### config.mk
export PLATFORM = sky130hd
export DESIGN_NAME = monitor_led_config_bank
export DESIGN_NICKNAME = d
export VERILOG_FILES = /design/src/pkg/monitor_led_pkg.sv /design/src/rtl/monitor_led_config_bank.sv
export VERILOG_INCLUDE_DIRS = /design/src /design/src/pkg
export SDC_FILE = /design/constraint.sdc
export NUM_CORES = 1
export LEC_CHECK = 0
export ABC_AREA = 1
export BUFFER_PORTS_ARGS = -buffer_cell sky130_fd_sc_hd__buf_2
export CAP_MARGIN = 5
export CORE_MARGIN = 2
export CORE_UTILIZATION = 45
export CTS_CLUSTER_DIAMETER = 60
export DETAILED_ROUTE_END_ITERATION = 7
export PLACE_DENSITY_LB_ADDON = 0.1
export SETUP_SLACK_MARGIN = 0.4
export SYNTH_ARGS = -nofsm -noshare
export SYNTH_HDL_FRONTEND = slang
export SYNTH_SLANG_ARGS = --single-unit
### constraint.sdc
create_clock -name pclk -period 4.28 [get_ports pclk]
set_input_delay 0.428 -clock pclk [delete_from_list [all_inputs] [get_ports pclk]]
set_output_delay 0.428 -clock pclk [all_outputs]
set_load 0.05 [all_outputs]
### src/pkg/monitor_led_regs.svh
/*
 * Register indices, field positions, reset values and timing counts of the
 * monitor and LED configuration bank.
 * Assumes a 250 MHz pclk; byte address on APB is four times the index.
 */
`ifndef MONITOR_LED_REGS_SVH
`define MONITOR_LED_REGS_SVH

`define IDX_FUNCTION_ACTIVATE   8'h30
`define IDX_MONITOR_IO_BASE     8'h60
`define IDX_SIDEBAND_IO_BASE    8'h62
`define IDX_IRQ_SELECT          8'h70
`define IDX_SYSTEM_FAN_DUTY     8'hE0
`define IDX_PROCESSOR_FAN_DUTY  8'hE1
`define IDX_AUXILIARY_FAN_DUTY  8'hE2
`define IDX_TACH_DEBOUNCE_CTRL  8'hF0
`define IDX_SMI_IRQ_CTRL        8'hF1
`define IDX_SMBUS_DEBOUNCE_CTRL 8'hF2
`define IDX_DEEP_S3_LED_CTRL    8'hF3

`define RST_BYTE_ZERO           8'h00
`define RST_BASE_ZERO           16'h0000
`define RST_SYSTEM_FAN_DUTY     8'h7F
`define RST_PROCESSOR_FAN_DUTY  8'h7F
`define RST_AUXILIARY_FAN_DUTY  8'hFF

`define BIT_ACTIVATE            0
`define BIT_TACH_AUX_OFF        7
`define BIT_TACH_CPU_OFF        6
`define BIT_TACH_SYS_OFF        5
`define BIT_SMI_ENABLE          7
`define BIT_SCL_DEB_OFF         1
`define BIT_SDA_DEB_OFF         0
`define BIT_YELLOW_OVERRIDE     7
`define BIT_GREEN_OVERRIDE      6

`define BASE_MIN                16'h0100
`define BASE_MAX                16'h0FFE
`define BASE_MASK               16'h0FFE
`define IRQ_SEL_MASK            8'h0F
`define TACH_CTRL_MASK          8'hE0
`define SMI_CTRL_MASK           8'h80
`define SMB_CTRL_MASK           8'h03

`define CLK_PERIOD_NS           4
`define CLK_KHZ                 250000
`define SMB_DEB_MIN_NS          80
`define SMB_DEB_CYCLES          ((`SMB_DEB_MIN_NS + `CLK_PERIOD_NS - 1) / `CLK_PERIOD_NS)
`define TACH_DEB_NS             1000
`define TACH_DEB_CYCLES         ((`TACH_DEB_NS + `CLK_PERIOD_NS - 1) / `CLK_PERIOD_NS)
`define BLINK_HALF_MS           250
`define BLINK_TICK_CYCLES       (`BLINK_HALF_MS * `CLK_KHZ)
`define FADE_STEP_US            2000
`define FADE_STEP_CYCLES        (`FADE_STEP_US * (`CLK_KHZ / 1000))

`endif

### src/pkg/monitor_led_pkg.sv
/*
 * Types shared by the monitor and LED configuration bank.
 * Assumes nothing beyond the register header.
 */
package monitor_led_pkg;
	typedef struct packed {
		logic [7:0] system_fan_output;
		logic [7:0] processor_fan_output;
		logic [7:0] auxiliary_fan_output;
	} fan_duty_t;

	typedef struct packed {
		logic system_tach_input;
		logic processor_tach_input;
		logic auxiliary_tach_input;
	} tach_t;

	typedef struct packed {
		logic scl;
		logic sda;
	} smbus_pins_t;

	typedef struct packed {
		logic out;
		logic oe;
	} od_pin_t;

	typedef enum logic [3:0] {
		LED_HIGH_Z   = 4'h0,
		LED_DRIVE_LO = 4'h7
	} led_code_t;
endpackage : monitor_led_pkg

### src/rtl/monitor_led_config_bank.sv
/*
 * Configuration register bank for the hardware monitor, sideband and
 * deep-S3 front panel LEDs, with input debouncers and LED blink logic.
 * Assumes an APB master on pclk, separate standby and battery resets
 * and tachometer and SMBus inputs already synchronous to pclk.
 */
// The APB slave port was left to the implementer.
// Summary of operation
// - Activation bit 0 makes monitor and sideband active when one.
// - Monitor I/O base is 16-bit, 100h to FFEh, even aligned.
// - Sideband I/O base is 16-bit, 100h to FFEh, even aligned.
// - Low nibble of 70h selects monitor IRQ; upper nibble reserved.
// - Three fan duty registers, standby reset to 7Fh, 7Fh, FFh.
// - F0h bits 7,6,5 control aux, processor, system tach debouncers.
// - F1h bit 7 enables routing monitor interrupt as SYSTEM_MANAGEMENT_INTERRUPT.
// - F2h bit 1 zero filters SMBus clock 80 to 120 ns.
// - F2h bit 0 zero filters SMBus data 80 to 120 ns.
// - F3h bits 7-4 drive yellow LED only while override bit 7 is zero.
// - Code 1xxx fades, 0111 drives low, 0000 leaves pin high impedance.
// - Codes 0110 to 0001 blink 2 Hz down to 0.0625 Hz, 50% duty.
// - F3h bits 3-0 drive green LED only while override bit 6 is zero.
// - Deep-S3 LED register cleared only by battery reset.
`timescale 1ns/1ps
`default_nettype none
`include "monitor_led_regs.svh"

module input_filter #(
	parameter int unsigned CYCLES = 20
) (
	input  wire logic pclk,
	input  wire logic presetn,
	input  wire logic raw,
	input  wire logic bypass,
	output logic      filt
);
	logic [15:0] cnt_r;
	logic        held_r;

	// Output moves only after the input has held its new level CYCLES clocks
	// A bounce restarts the count, so a short glitch never reaches filt
	always_ff @(posedge pclk or negedge presetn) begin
		if (!presetn) begin
			cnt_r  <= 16'h0000;
			held_r <= 1'b0;
		end else if (raw == held_r) begin
			cnt_r <= 16'h0000;
		end else if (cnt_r == 16'(CYCLES - 1)) begin
			cnt_r  <= 16'h0000;
			held_r <= raw;
		end else begin
			cnt_r <= cnt_r + 16'h0001;
		end
	end

	assign filt = bypass ? raw : held_r;
endmodule : input_filter

module led_code_driver (
	input  wire logic                 pclk,
	input  wire logic                 presetn,
	input  wire logic [3:0]           code,
	input  wire logic                 override,
	input  wire logic [5:0]           blink_cnt,
	input  wire logic                 fade_on,
	output monitor_led_pkg::od_pin_t  pin
);
	logic phase;

	// Slower codes tap higher counter bits; codes 0 and 7 never blink
	always_comb begin
		unique case (code[2:0])
			3'h6:    phase = blink_cnt[0];
			3'h5:    phase = blink_cnt[1];
			3'h4:    phase = blink_cnt[2];
			3'h3:    phase = blink_cnt[3];
			3'h2:    phase = blink_cnt[4];
			3'h1:    phase = blink_cnt[5];
			default: phase = 1'b0;
		endcase
	end

	// Open-drain: out stays low, only the enable moves
	// Registering the pin keeps code changes glitch free at the pad
	always_ff @(posedge pclk or negedge presetn) begin
		if (!presetn) begin
			pin <= '0;
		end else if (override) begin
			pin <= '0;
		end else if (code[3]) begin
			pin <= '{out: 1'b0, oe: fade_on};
		end else if (code == monitor_led_pkg::LED_DRIVE_LO) begin
			pin <= '{out: 1'b0, oe: 1'b1};
		end else if (code == monitor_led_pkg::LED_HIGH_Z) begin
			pin <= '0;
		end else begin
			pin <= '{out: 1'b0, oe: phase};
		end
	end
endmodule : led_code_driver

module monitor_led_config_bank #(
	parameter int unsigned BLINK_TICK_CYCLES = `BLINK_TICK_CYCLES,
	parameter int unsigned FADE_STEP_CYCLES  = `FADE_STEP_CYCLES
) (
	input  wire logic                      pclk,
	input  wire logic                      presetn,
	input  wire logic                      resume_reset_n,
	input  wire logic                      battery_reset_n,
	input  wire logic                      psel,
	input  wire logic                      penable,
	input  wire logic                      pwrite,
	input  wire logic [31:0]               paddr,
	input  wire logic [31:0]               pwdata,
	input  wire logic [3:0]                pstrb,
	output logic [31:0]                    prdata,
	output logic                           pready,
	output logic                           pslverr,
	input  wire logic [1:0]                led_override_register,
	input  wire monitor_led_pkg::tach_t    tach_raw,
	input  wire monitor_led_pkg::smbus_pins_t smbus_raw,
	output monitor_led_pkg::tach_t         tach_filtered,
	output monitor_led_pkg::smbus_pins_t   smbus_filtered,
	output logic                           hardware_monitor_active,
	output logic                           monitor_decode_en,
	output logic                           sideband_decode_en,
	output logic [15:0]                    monitor_io_base,
	output logic [15:0]                    sideband_io_base,
	output logic [3:0]                     hardware_monitor_irq,
	output logic                           system_management_interrupt_en,
	output monitor_led_pkg::fan_duty_t     fan_duty,
	output monitor_led_pkg::od_pin_t       yellow_led_output,
	output monitor_led_pkg::od_pin_t       green_led_output
);
	logic [7:0]  function_activate_r;
	logic [15:0] monitor_io_base_r;
	logic [15:0] sideband_io_base_r;
	logic [7:0]  irq_select_r;
	logic [7:0]  system_fan_duty_r;
	logic [7:0]  processor_fan_duty_r;
	logic [7:0]  auxiliary_fan_duty_r;
	logic [7:0]  tach_debounce_ctrl_r;
	logic [7:0]  smi_irq_ctrl_r;
	logic [7:0]  smbus_debounce_ctrl_r;
	logic [7:0]  deep_s3_led_ctrl_r;
	logic [31:0] prdata_r;
	logic        pslverr_r;
	logic [7:0]  idx;
	logic        hit;
	logic [31:0] rd_nxt;
	logic        wr_en;
	logic        wr_base_ok;
	logic [15:0] base_nxt;
	logic [31:0] blink_div_r;
	logic [5:0]  blink_cnt_r;
	logic [31:0] fade_div_r;
	logic [8:0]  fade_phase_r;
	logic [7:0]  pwm_r;
	logic [7:0]  fade_level;
	logic        fade_on;

	// Word aligned: index is address bits 9:2, upper bits must be zero
	assign idx      = paddr[9:2];
	// Range is judged on the masked value; bit 0 and bits 15:12 are dropped
	assign base_nxt = pwdata[15:0] & `BASE_MASK;
	assign wr_base_ok = (base_nxt >= `BASE_MIN) && (base_nxt <= `BASE_MAX);

	always_comb begin
		hit    = (paddr[31:10] == 22'h000000) && (paddr[1:0] == 2'h0);
		rd_nxt = 32'h00000000;
		unique case (idx)
			`IDX_FUNCTION_ACTIVATE:   rd_nxt[7:0]  = function_activate_r;
			`IDX_MONITOR_IO_BASE:     rd_nxt[15:0] = monitor_io_base_r;
			`IDX_SIDEBAND_IO_BASE:    rd_nxt[15:0] = sideband_io_base_r;
			`IDX_IRQ_SELECT:          rd_nxt[7:0]  = irq_select_r;
			`IDX_SYSTEM_FAN_DUTY:     rd_nxt[7:0]  = system_fan_duty_r;
			`IDX_PROCESSOR_FAN_DUTY:  rd_nxt[7:0]  = processor_fan_duty_r;
			`IDX_AUXILIARY_FAN_DUTY:  rd_nxt[7:0]  = auxiliary_fan_duty_r;
			`IDX_TACH_DEBOUNCE_CTRL:  rd_nxt[7:0]  = tach_debounce_ctrl_r;
			`IDX_SMI_IRQ_CTRL:        rd_nxt[7:0]  = smi_irq_ctrl_r;
			`IDX_SMBUS_DEBOUNCE_CTRL: rd_nxt[7:0]  = smbus_debounce_ctrl_r;
			`IDX_DEEP_S3_LED_CTRL:    rd_nxt[7:0]  = deep_s3_led_ctrl_r;
			default:                  hit          = 1'b0;
		endcase
	end

	// Zero wait: answer data is latched in the setup cycle
	always_ff @(posedge pclk or negedge presetn) begin
		if (!presetn) begin
			prdata_r  <= 32'h00000000;
			pslverr_r <= 1'b0;
		end else if (psel && !penable) begin
			prdata_r  <= pwrite ? 32'h00000000 : rd_nxt;
			pslverr_r <= !hit || (pwrite && !pstrb[0]) ||
			             (pwrite && (idx == `IDX_MONITOR_IO_BASE ||
			              idx == `IDX_SIDEBAND_IO_BASE) && !wr_base_ok);
		end
	end

	// Ready is tied high, so a master is never stalled by this bank
	assign pready  = 1'b1;
	assign prdata  = prdata_r;
	assign pslverr = pslverr_r;
	// Refused accesses never write; the error is judged once at setup
	assign wr_en   = psel && penable && pwrite && !pslverr_r;

	// Core well registers, cleared by the bus reset
	// Reserved bits are masked on write so they always read back as zero
	always_ff @(posedge pclk or negedge presetn) begin
		if (!presetn) begin
			function_activate_r  <= `RST_BYTE_ZERO;
			monitor_io_base_r    <= `RST_BASE_ZERO;
			sideband_io_base_r   <= `RST_BASE_ZERO;
			irq_select_r         <= `RST_BYTE_ZERO;
			tach_debounce_ctrl_r <= `RST_BYTE_ZERO;
			smi_irq_ctrl_r       <= `RST_BYTE_ZERO;
		end else if (wr_en) begin
			unique case (idx)
				`IDX_FUNCTION_ACTIVATE:
					function_activate_r <= 8'(pwdata[`BIT_ACTIVATE]);
				`IDX_MONITOR_IO_BASE:
					if (pstrb[1])
						monitor_io_base_r <= base_nxt;
				`IDX_SIDEBAND_IO_BASE:
					if (pstrb[1])
						sideband_io_base_r <= base_nxt;
				`IDX_IRQ_SELECT:
					irq_select_r <= pwdata[7:0] & `IRQ_SEL_MASK;
				`IDX_TACH_DEBOUNCE_CTRL:
					tach_debounce_ctrl_r <= pwdata[7:0] & `TACH_CTRL_MASK;
				`IDX_SMI_IRQ_CTRL:
					smi_irq_ctrl_r <= pwdata[7:0] & `SMI_CTRL_MASK;
				default: ;
			endcase
		end
	end

	// Standby well registers survive the bus reset
	always_ff @(posedge pclk or negedge resume_reset_n) begin
		if (!resume_reset_n) begin
			system_fan_duty_r     <= `RST_SYSTEM_FAN_DUTY;
			processor_fan_duty_r  <= `RST_PROCESSOR_FAN_DUTY;
			auxiliary_fan_duty_r  <= `RST_AUXILIARY_FAN_DUTY;
			smbus_debounce_ctrl_r <= `RST_BYTE_ZERO;
		end else if (wr_en) begin
			unique case (idx)
				`IDX_SYSTEM_FAN_DUTY:     system_fan_duty_r    <= pwdata[7:0];
				`IDX_PROCESSOR_FAN_DUTY:  processor_fan_duty_r <= pwdata[7:0];
				`IDX_AUXILIARY_FAN_DUTY:  auxiliary_fan_duty_r <= pwdata[7:0];
				`IDX_SMBUS_DEBOUNCE_CTRL:
					smbus_debounce_ctrl_r <= pwdata[7:0] & `SMB_CTRL_MASK;
				default: ;
			endcase
		end
	end

	// Battery well: only the battery reset clears the LED codes
	always_ff @(posedge pclk or negedge battery_reset_n) begin
		if (!battery_reset_n) begin
			deep_s3_led_ctrl_r <= `RST_BYTE_ZERO;
		end else if (wr_en && idx == `IDX_DEEP_S3_LED_CTRL) begin
			deep_s3_led_ctrl_r <= pwdata[7:0];
		end
	end

	assign hardware_monitor_active = function_activate_r[`BIT_ACTIVATE];
	// Decoding needs both activation and a base inside the legal window
	assign monitor_decode_en  = hardware_monitor_active && (monitor_io_base_r >= `BASE_MIN);
	assign sideband_decode_en = hardware_monitor_active && (sideband_io_base_r >= `BASE_MIN);
	assign monitor_io_base    = monitor_io_base_r;
	assign sideband_io_base   = sideband_io_base_r;
	assign hardware_monitor_irq = irq_select_r[3:0];
	assign system_management_interrupt_en = smi_irq_ctrl_r[`BIT_SMI_ENABLE];
	assign fan_duty = '{system_fan_output:    system_fan_duty_r,
	                    processor_fan_output: processor_fan_duty_r,
	                    auxiliary_fan_output: auxiliary_fan_duty_r};

	// A control bit of one bypasses the filter
	input_filter #(.CYCLES(`TACH_DEB_CYCLES)) u_tach_sys (
		.pclk    (pclk),
		.presetn (presetn),
		.raw     (tach_raw.system_tach_input),
		.bypass  (tach_debounce_ctrl_r[`BIT_TACH_SYS_OFF]),
		.filt    (tach_filtered.system_tach_input)
	);
	input_filter #(.CYCLES(`TACH_DEB_CYCLES)) u_tach_cpu (
		.pclk    (pclk),
		.presetn (presetn),
		.raw     (tach_raw.processor_tach_input),
		.bypass  (tach_debounce_ctrl_r[`BIT_TACH_CPU_OFF]),
		.filt    (tach_filtered.processor_tach_input)
	);
	input_filter #(.CYCLES(`TACH_DEB_CYCLES)) u_tach_aux (
		.pclk    (pclk),
		.presetn (presetn),
		.raw     (tach_raw.auxiliary_tach_input),
		.bypass  (tach_debounce_ctrl_r[`BIT_TACH_AUX_OFF]),
		.filt    (tach_filtered.auxiliary_tach_input)
	);
	// 80 ns minimum at 4 ns is 20 clocks, well below the 120 ns ceiling
	input_filter #(.CYCLES(`SMB_DEB_CYCLES)) u_smb_scl (
		.pclk    (pclk),
		.presetn (presetn),
		.raw     (smbus_raw.scl),
		.bypass  (smbus_debounce_ctrl_r[`BIT_SCL_DEB_OFF]),
		.filt    (smbus_filtered.scl)
	);
	input_filter #(.CYCLES(`SMB_DEB_CYCLES)) u_smb_sda (
		.pclk    (pclk),
		.presetn (presetn),
		.raw     (smbus_raw.sda),
		.bypass  (smbus_debounce_ctrl_r[`BIT_SDA_DEB_OFF]),
		.filt    (smbus_filtered.sda)
	);

	// Reference tick every 250 ms; each counter bit halves the rate
	// Six bits cover all six blink codes; the counter simply wraps
	always_ff @(posedge pclk or negedge presetn) begin
		if (!presetn) begin
			blink_div_r <= 32'h00000000;
			blink_cnt_r <= 6'h00;
		end else if (blink_div_r == 32'(BLINK_TICK_CYCLES - 1)) begin
			blink_div_r <= 32'h00000000;
			blink_cnt_r <= blink_cnt_r + 6'h01;
		end else begin
			blink_div_r <= blink_div_r + 32'h00000001;
		end
	end

	// Fading is a triangle brightness ramp applied through an 8-bit PWM
	always_ff @(posedge pclk or negedge presetn) begin
		if (!presetn) begin
			fade_div_r   <= 32'h00000000;
			fade_phase_r <= 9'h000;
			pwm_r        <= 8'h00;
		end else begin
			pwm_r <= pwm_r + 8'h01;
			if (fade_div_r == 32'(FADE_STEP_CYCLES - 1)) begin
				fade_div_r   <= 32'h00000000;
				fade_phase_r <= fade_phase_r + 9'h001;
			end else begin
				fade_div_r <= fade_div_r + 32'h00000001;
			end
		end
	end

	// Mirroring the low bits avoids a brightness jump when the ramp wraps
	assign fade_level = fade_phase_r[8] ? ~fade_phase_r[7:0] : fade_phase_r[7:0];
	// One shared PWM compare keeps both LEDs fading in step
	assign fade_on    = pwm_r < fade_level;

	// Override bits arrive as plain inputs; the override register lives outside
	led_code_driver u_led_yellow (
		.pclk      (pclk),
		.presetn   (presetn),
		.code      (deep_s3_led_ctrl_r[7:4]),
		.override  (led_override_register[1]),
		.blink_cnt (blink_cnt_r),
		.fade_on   (fade_on),
		.pin       (yellow_led_output)
	);
	led_code_driver u_led_green (
		.pclk      (pclk),
		.presetn   (presetn),
		.code      (deep_s3_led_ctrl_r[3:0]),
		.override  (led_override_register[0]),
		.blink_cnt (blink_cnt_r),
		.fade_on   (fade_on),
		.pin       (green_led_output)
	);
endmodule : monitor_led_config_bank
`default_nettype wire

==> qor.csv <==
metric,value,unit
outcome,"complete, but fails checks",
failing checks,hold timing,
# resized after CTS,0,
input/output buffers,133,
worst path cell trace,a21oi_1 -> buf_2,
Mean Syn Cell Area,7.76,um^2
"most common cell after layout, fill and taps aside",nand2_1,
largest net degree at the start of global routing,128,
# H-tree levels,1,
area of the multi-input gates,6490,um^2
setup skew after layout,0.0138,ns
"commonest cells after routing, fill and taps aside","nand2_1, nor2_1, dfrtp_1",
Worst Tran Pin Value,0.978,ns
Skew-Pair Late Insertion Delay,0.56,ns
WP data arrival,1.56,ns
DRT antenna net count,0,
first-pass GRT wire length,57100,um
row count,64,
layout cells sized above 1,13.7,%
final cycle utilization of the critical path,46.4,%
drt pass-1 iters,5,
post-synthesis cell area,14000,um^2
Worst setup EP type,output pin,
Final Net Count,2051,
Die W,180,um
final core occ,52.3,%
worst path bufs/invs,1,
Crit Path Class,reg -> out,
hold crit path type,in -> async,
RSZ-0062 raised after global routing,false,
Critical Path Slowest Stage Cell,dfrtp_1,
Die Y,180,um
relative slew slack,34.8,%
Core ar.,30600,um^2
DRT Wirelength,34600,um
clk buf depth,3,
full die area,32600,um^2
post-synthesis cell type count,46,
Post-synth EDFFs,0,
Critical Path RT,3.85,ns
setup TNS,0,ns
Clock Pin Slew Worst Setup and Hold Paths,0.06,ns
total grt overflow,0,
Leak,7.74,nW
Ports,189,
CTS Hold Bufs,2,
asr flop ratio synth,100,%
#FFs+latches synth,252,
Synth Flop Type,dfrtp_1,
max-capacitance violation count,0,
"Area growth, synth to finish",14.3,%
Post-Syn Instances,1806,
initial core utilization,45.8,%
First DRT Iteration DRCs,712,
CP Launch Point,smbus_debounce_ctrl_r[1]$_DFFE_PN0P_,
Slew Limit Fails,0,
total clock sinks,252,
routability cong.,0.868,
clock root buffer,clkbuf_16,
Global Route Usage Sum,21.2,%
CTS tree,built,
number of synthesis warnings,0,
Register Area,6330,um^2
Max Freq,504,MHz
CP max stage delay,0.42,ns
fill count,3012,
Min Hold Slack,-0.0593,ns
WL per Instance,14.6,um
"Hold Violations, Final",21,
DR vias,11857,
power per standard cell area,333,nW/um^2
DRC Markers,0,
vias in the first global route,11291,
# setup viols final,0,
Max IR drop VDD,352,uV
Crit Path Max Fanout,4,
Final Critical Period,1.98,ns
sequential fraction of the synthesis area,45.2,%
CTS Buf Count,31,
antenna violations before repair,4,
Via density,5.00,
Setup crit start kind,register,
Top delay family on crit path,flip-flops,
HPWL Detailed,26200,um
r2r startpoint,pslverr$_DFFE_PN0P_,
setup bufs post-CTS,0,
per-stage QoR:
step	setup slack, ns	power, mW	cells	cell area [um^2]
finish	2.30	5.33	2371	16000
detailed placement	1.94	2.69	2310	14900
CTS	2.28	5.42	2369	16000
global placement	2.01	2.68	2310	14900
floorplan	2.19	2.60	1837	14100
global route	2.12	5.54	2370	16000
cells by family after synthesis:
kind of cell | Yosys count | share of synthesized area [%]
adders and majority gates | 20 | 1.79
DFF | 252 | 45.2
buffers and inverters | 294 | 9.28
other | 2 | 0.0536
AOI/OAI and AO/OA | 127 | 4.79
xor gates and xnor gates | 118 | 7.38
and+or+nand+nor | 993 | 31.5
metal layers:
layer  global-route usage, %  vias to the layer above  wire, um
met3                    3.88                       62      2050
met1                    29.4                     5517     15900
met5                       0                        -        27
li1                        -                     5996         -
met4                    5.16                        4       822
met2                    34.5                      278     15800
where the power goes:
group	internal (mW)	switching, mW
logic	0.0464	0.188
clock network	1.65	1.04
registers	2.40	0.0113
total	4.09	1.24
worst paths after layout:
path	to	slack, ns	depth (start not counted)
setup / recovery	smbus_filtered[1]	2.30	2
hold / removal	u_tach_aux.cnt_r[2]$_DFF_PN0_	-0.06	1
setup reg to reg	sideband_io_base[10]$_DFFE_PN0P_	2.38	5
hold reg to reg	blink_div_r[0]$_DFF_PN0_	0.46	1
max in group asynchronous	blink_div_r[23]$_DFF_PN0_	3.23	2
min in group pclk	function_activate_r[0]$_DFFE_PN0P_	0.09	3
cell type report:
class                      count  area share (%)
sequential                   252            39.6
inverter                     237            5.65
tap                          396            3.09
clock buffer                  39            5.34
multi-input combinational   1291            40.6
timing repair buffer         136            4.47
antenna                        2          0.0313
clock inverter                18            1.30
synthesized netlist by cell type (3+ instances only):
cell type | count | area share, %
xor2_1 | 95 | 5.9
nand2_2 | 10 | 0.45
o21ai_1 | 6 | 0.21
nor3_2 | 7 | 0.50
nand2_1 | 405 | 11
inv_1 | 227 | 6.1
dfstp_2 | 22 | 4.1
buf_2 | 6 | 0.21
inv_2 | 7 | 0.19
nand3_1 | 144 | 5.1
nand4_1 | 46 | 2.1
a21oi_1 | 23 | 0.82
clkbuf_1 | 7 | 0.19
nand2_4 | 4 | 0.32
dfrtp_1 | 230 | 41
nor2_4 | 4 | 0.32
nor4_1 | 15 | 0.67
o21ai_0 | 83 | 3.0
buf_6 | 4 | 0.32
xnor2_1 | 23 | 1.4
nor3_1 | 61 | 2.2
nor2_1 | 259 | 6.9
o211ai_1 | 3 | 0.16
and3_1 | 3 | 0.13
o22ai_1 | 4 | 0.18
nor3b_1 | 8 | 0.43
buf_4 | 38 | 2.0
ha_1 | 20 | 1.8
nor2_2 | 18 | 0.80
registers in the layout, summed over array words and instances (netlist names), 9 cells and up:
| register | count |
|---|---|
| fade_div_r | 32 |
| sideband_io_base | 11 |
| u_tach_cpu.cnt_r | 16 |
| u_tach_aux.cnt_r | 16 |
| fade_phase_r | 9 |
| monitor_io_base | 11 |
| u_tach_sys.cnt_r | 16 |
| u_smb_sda.cnt_r | 16 |
| u_smb_scl.cnt_r | 16 |
| prdata | 12 |
| blink_div_r | 32 |
No activity file was read; power rests on OpenSTA's default activity.
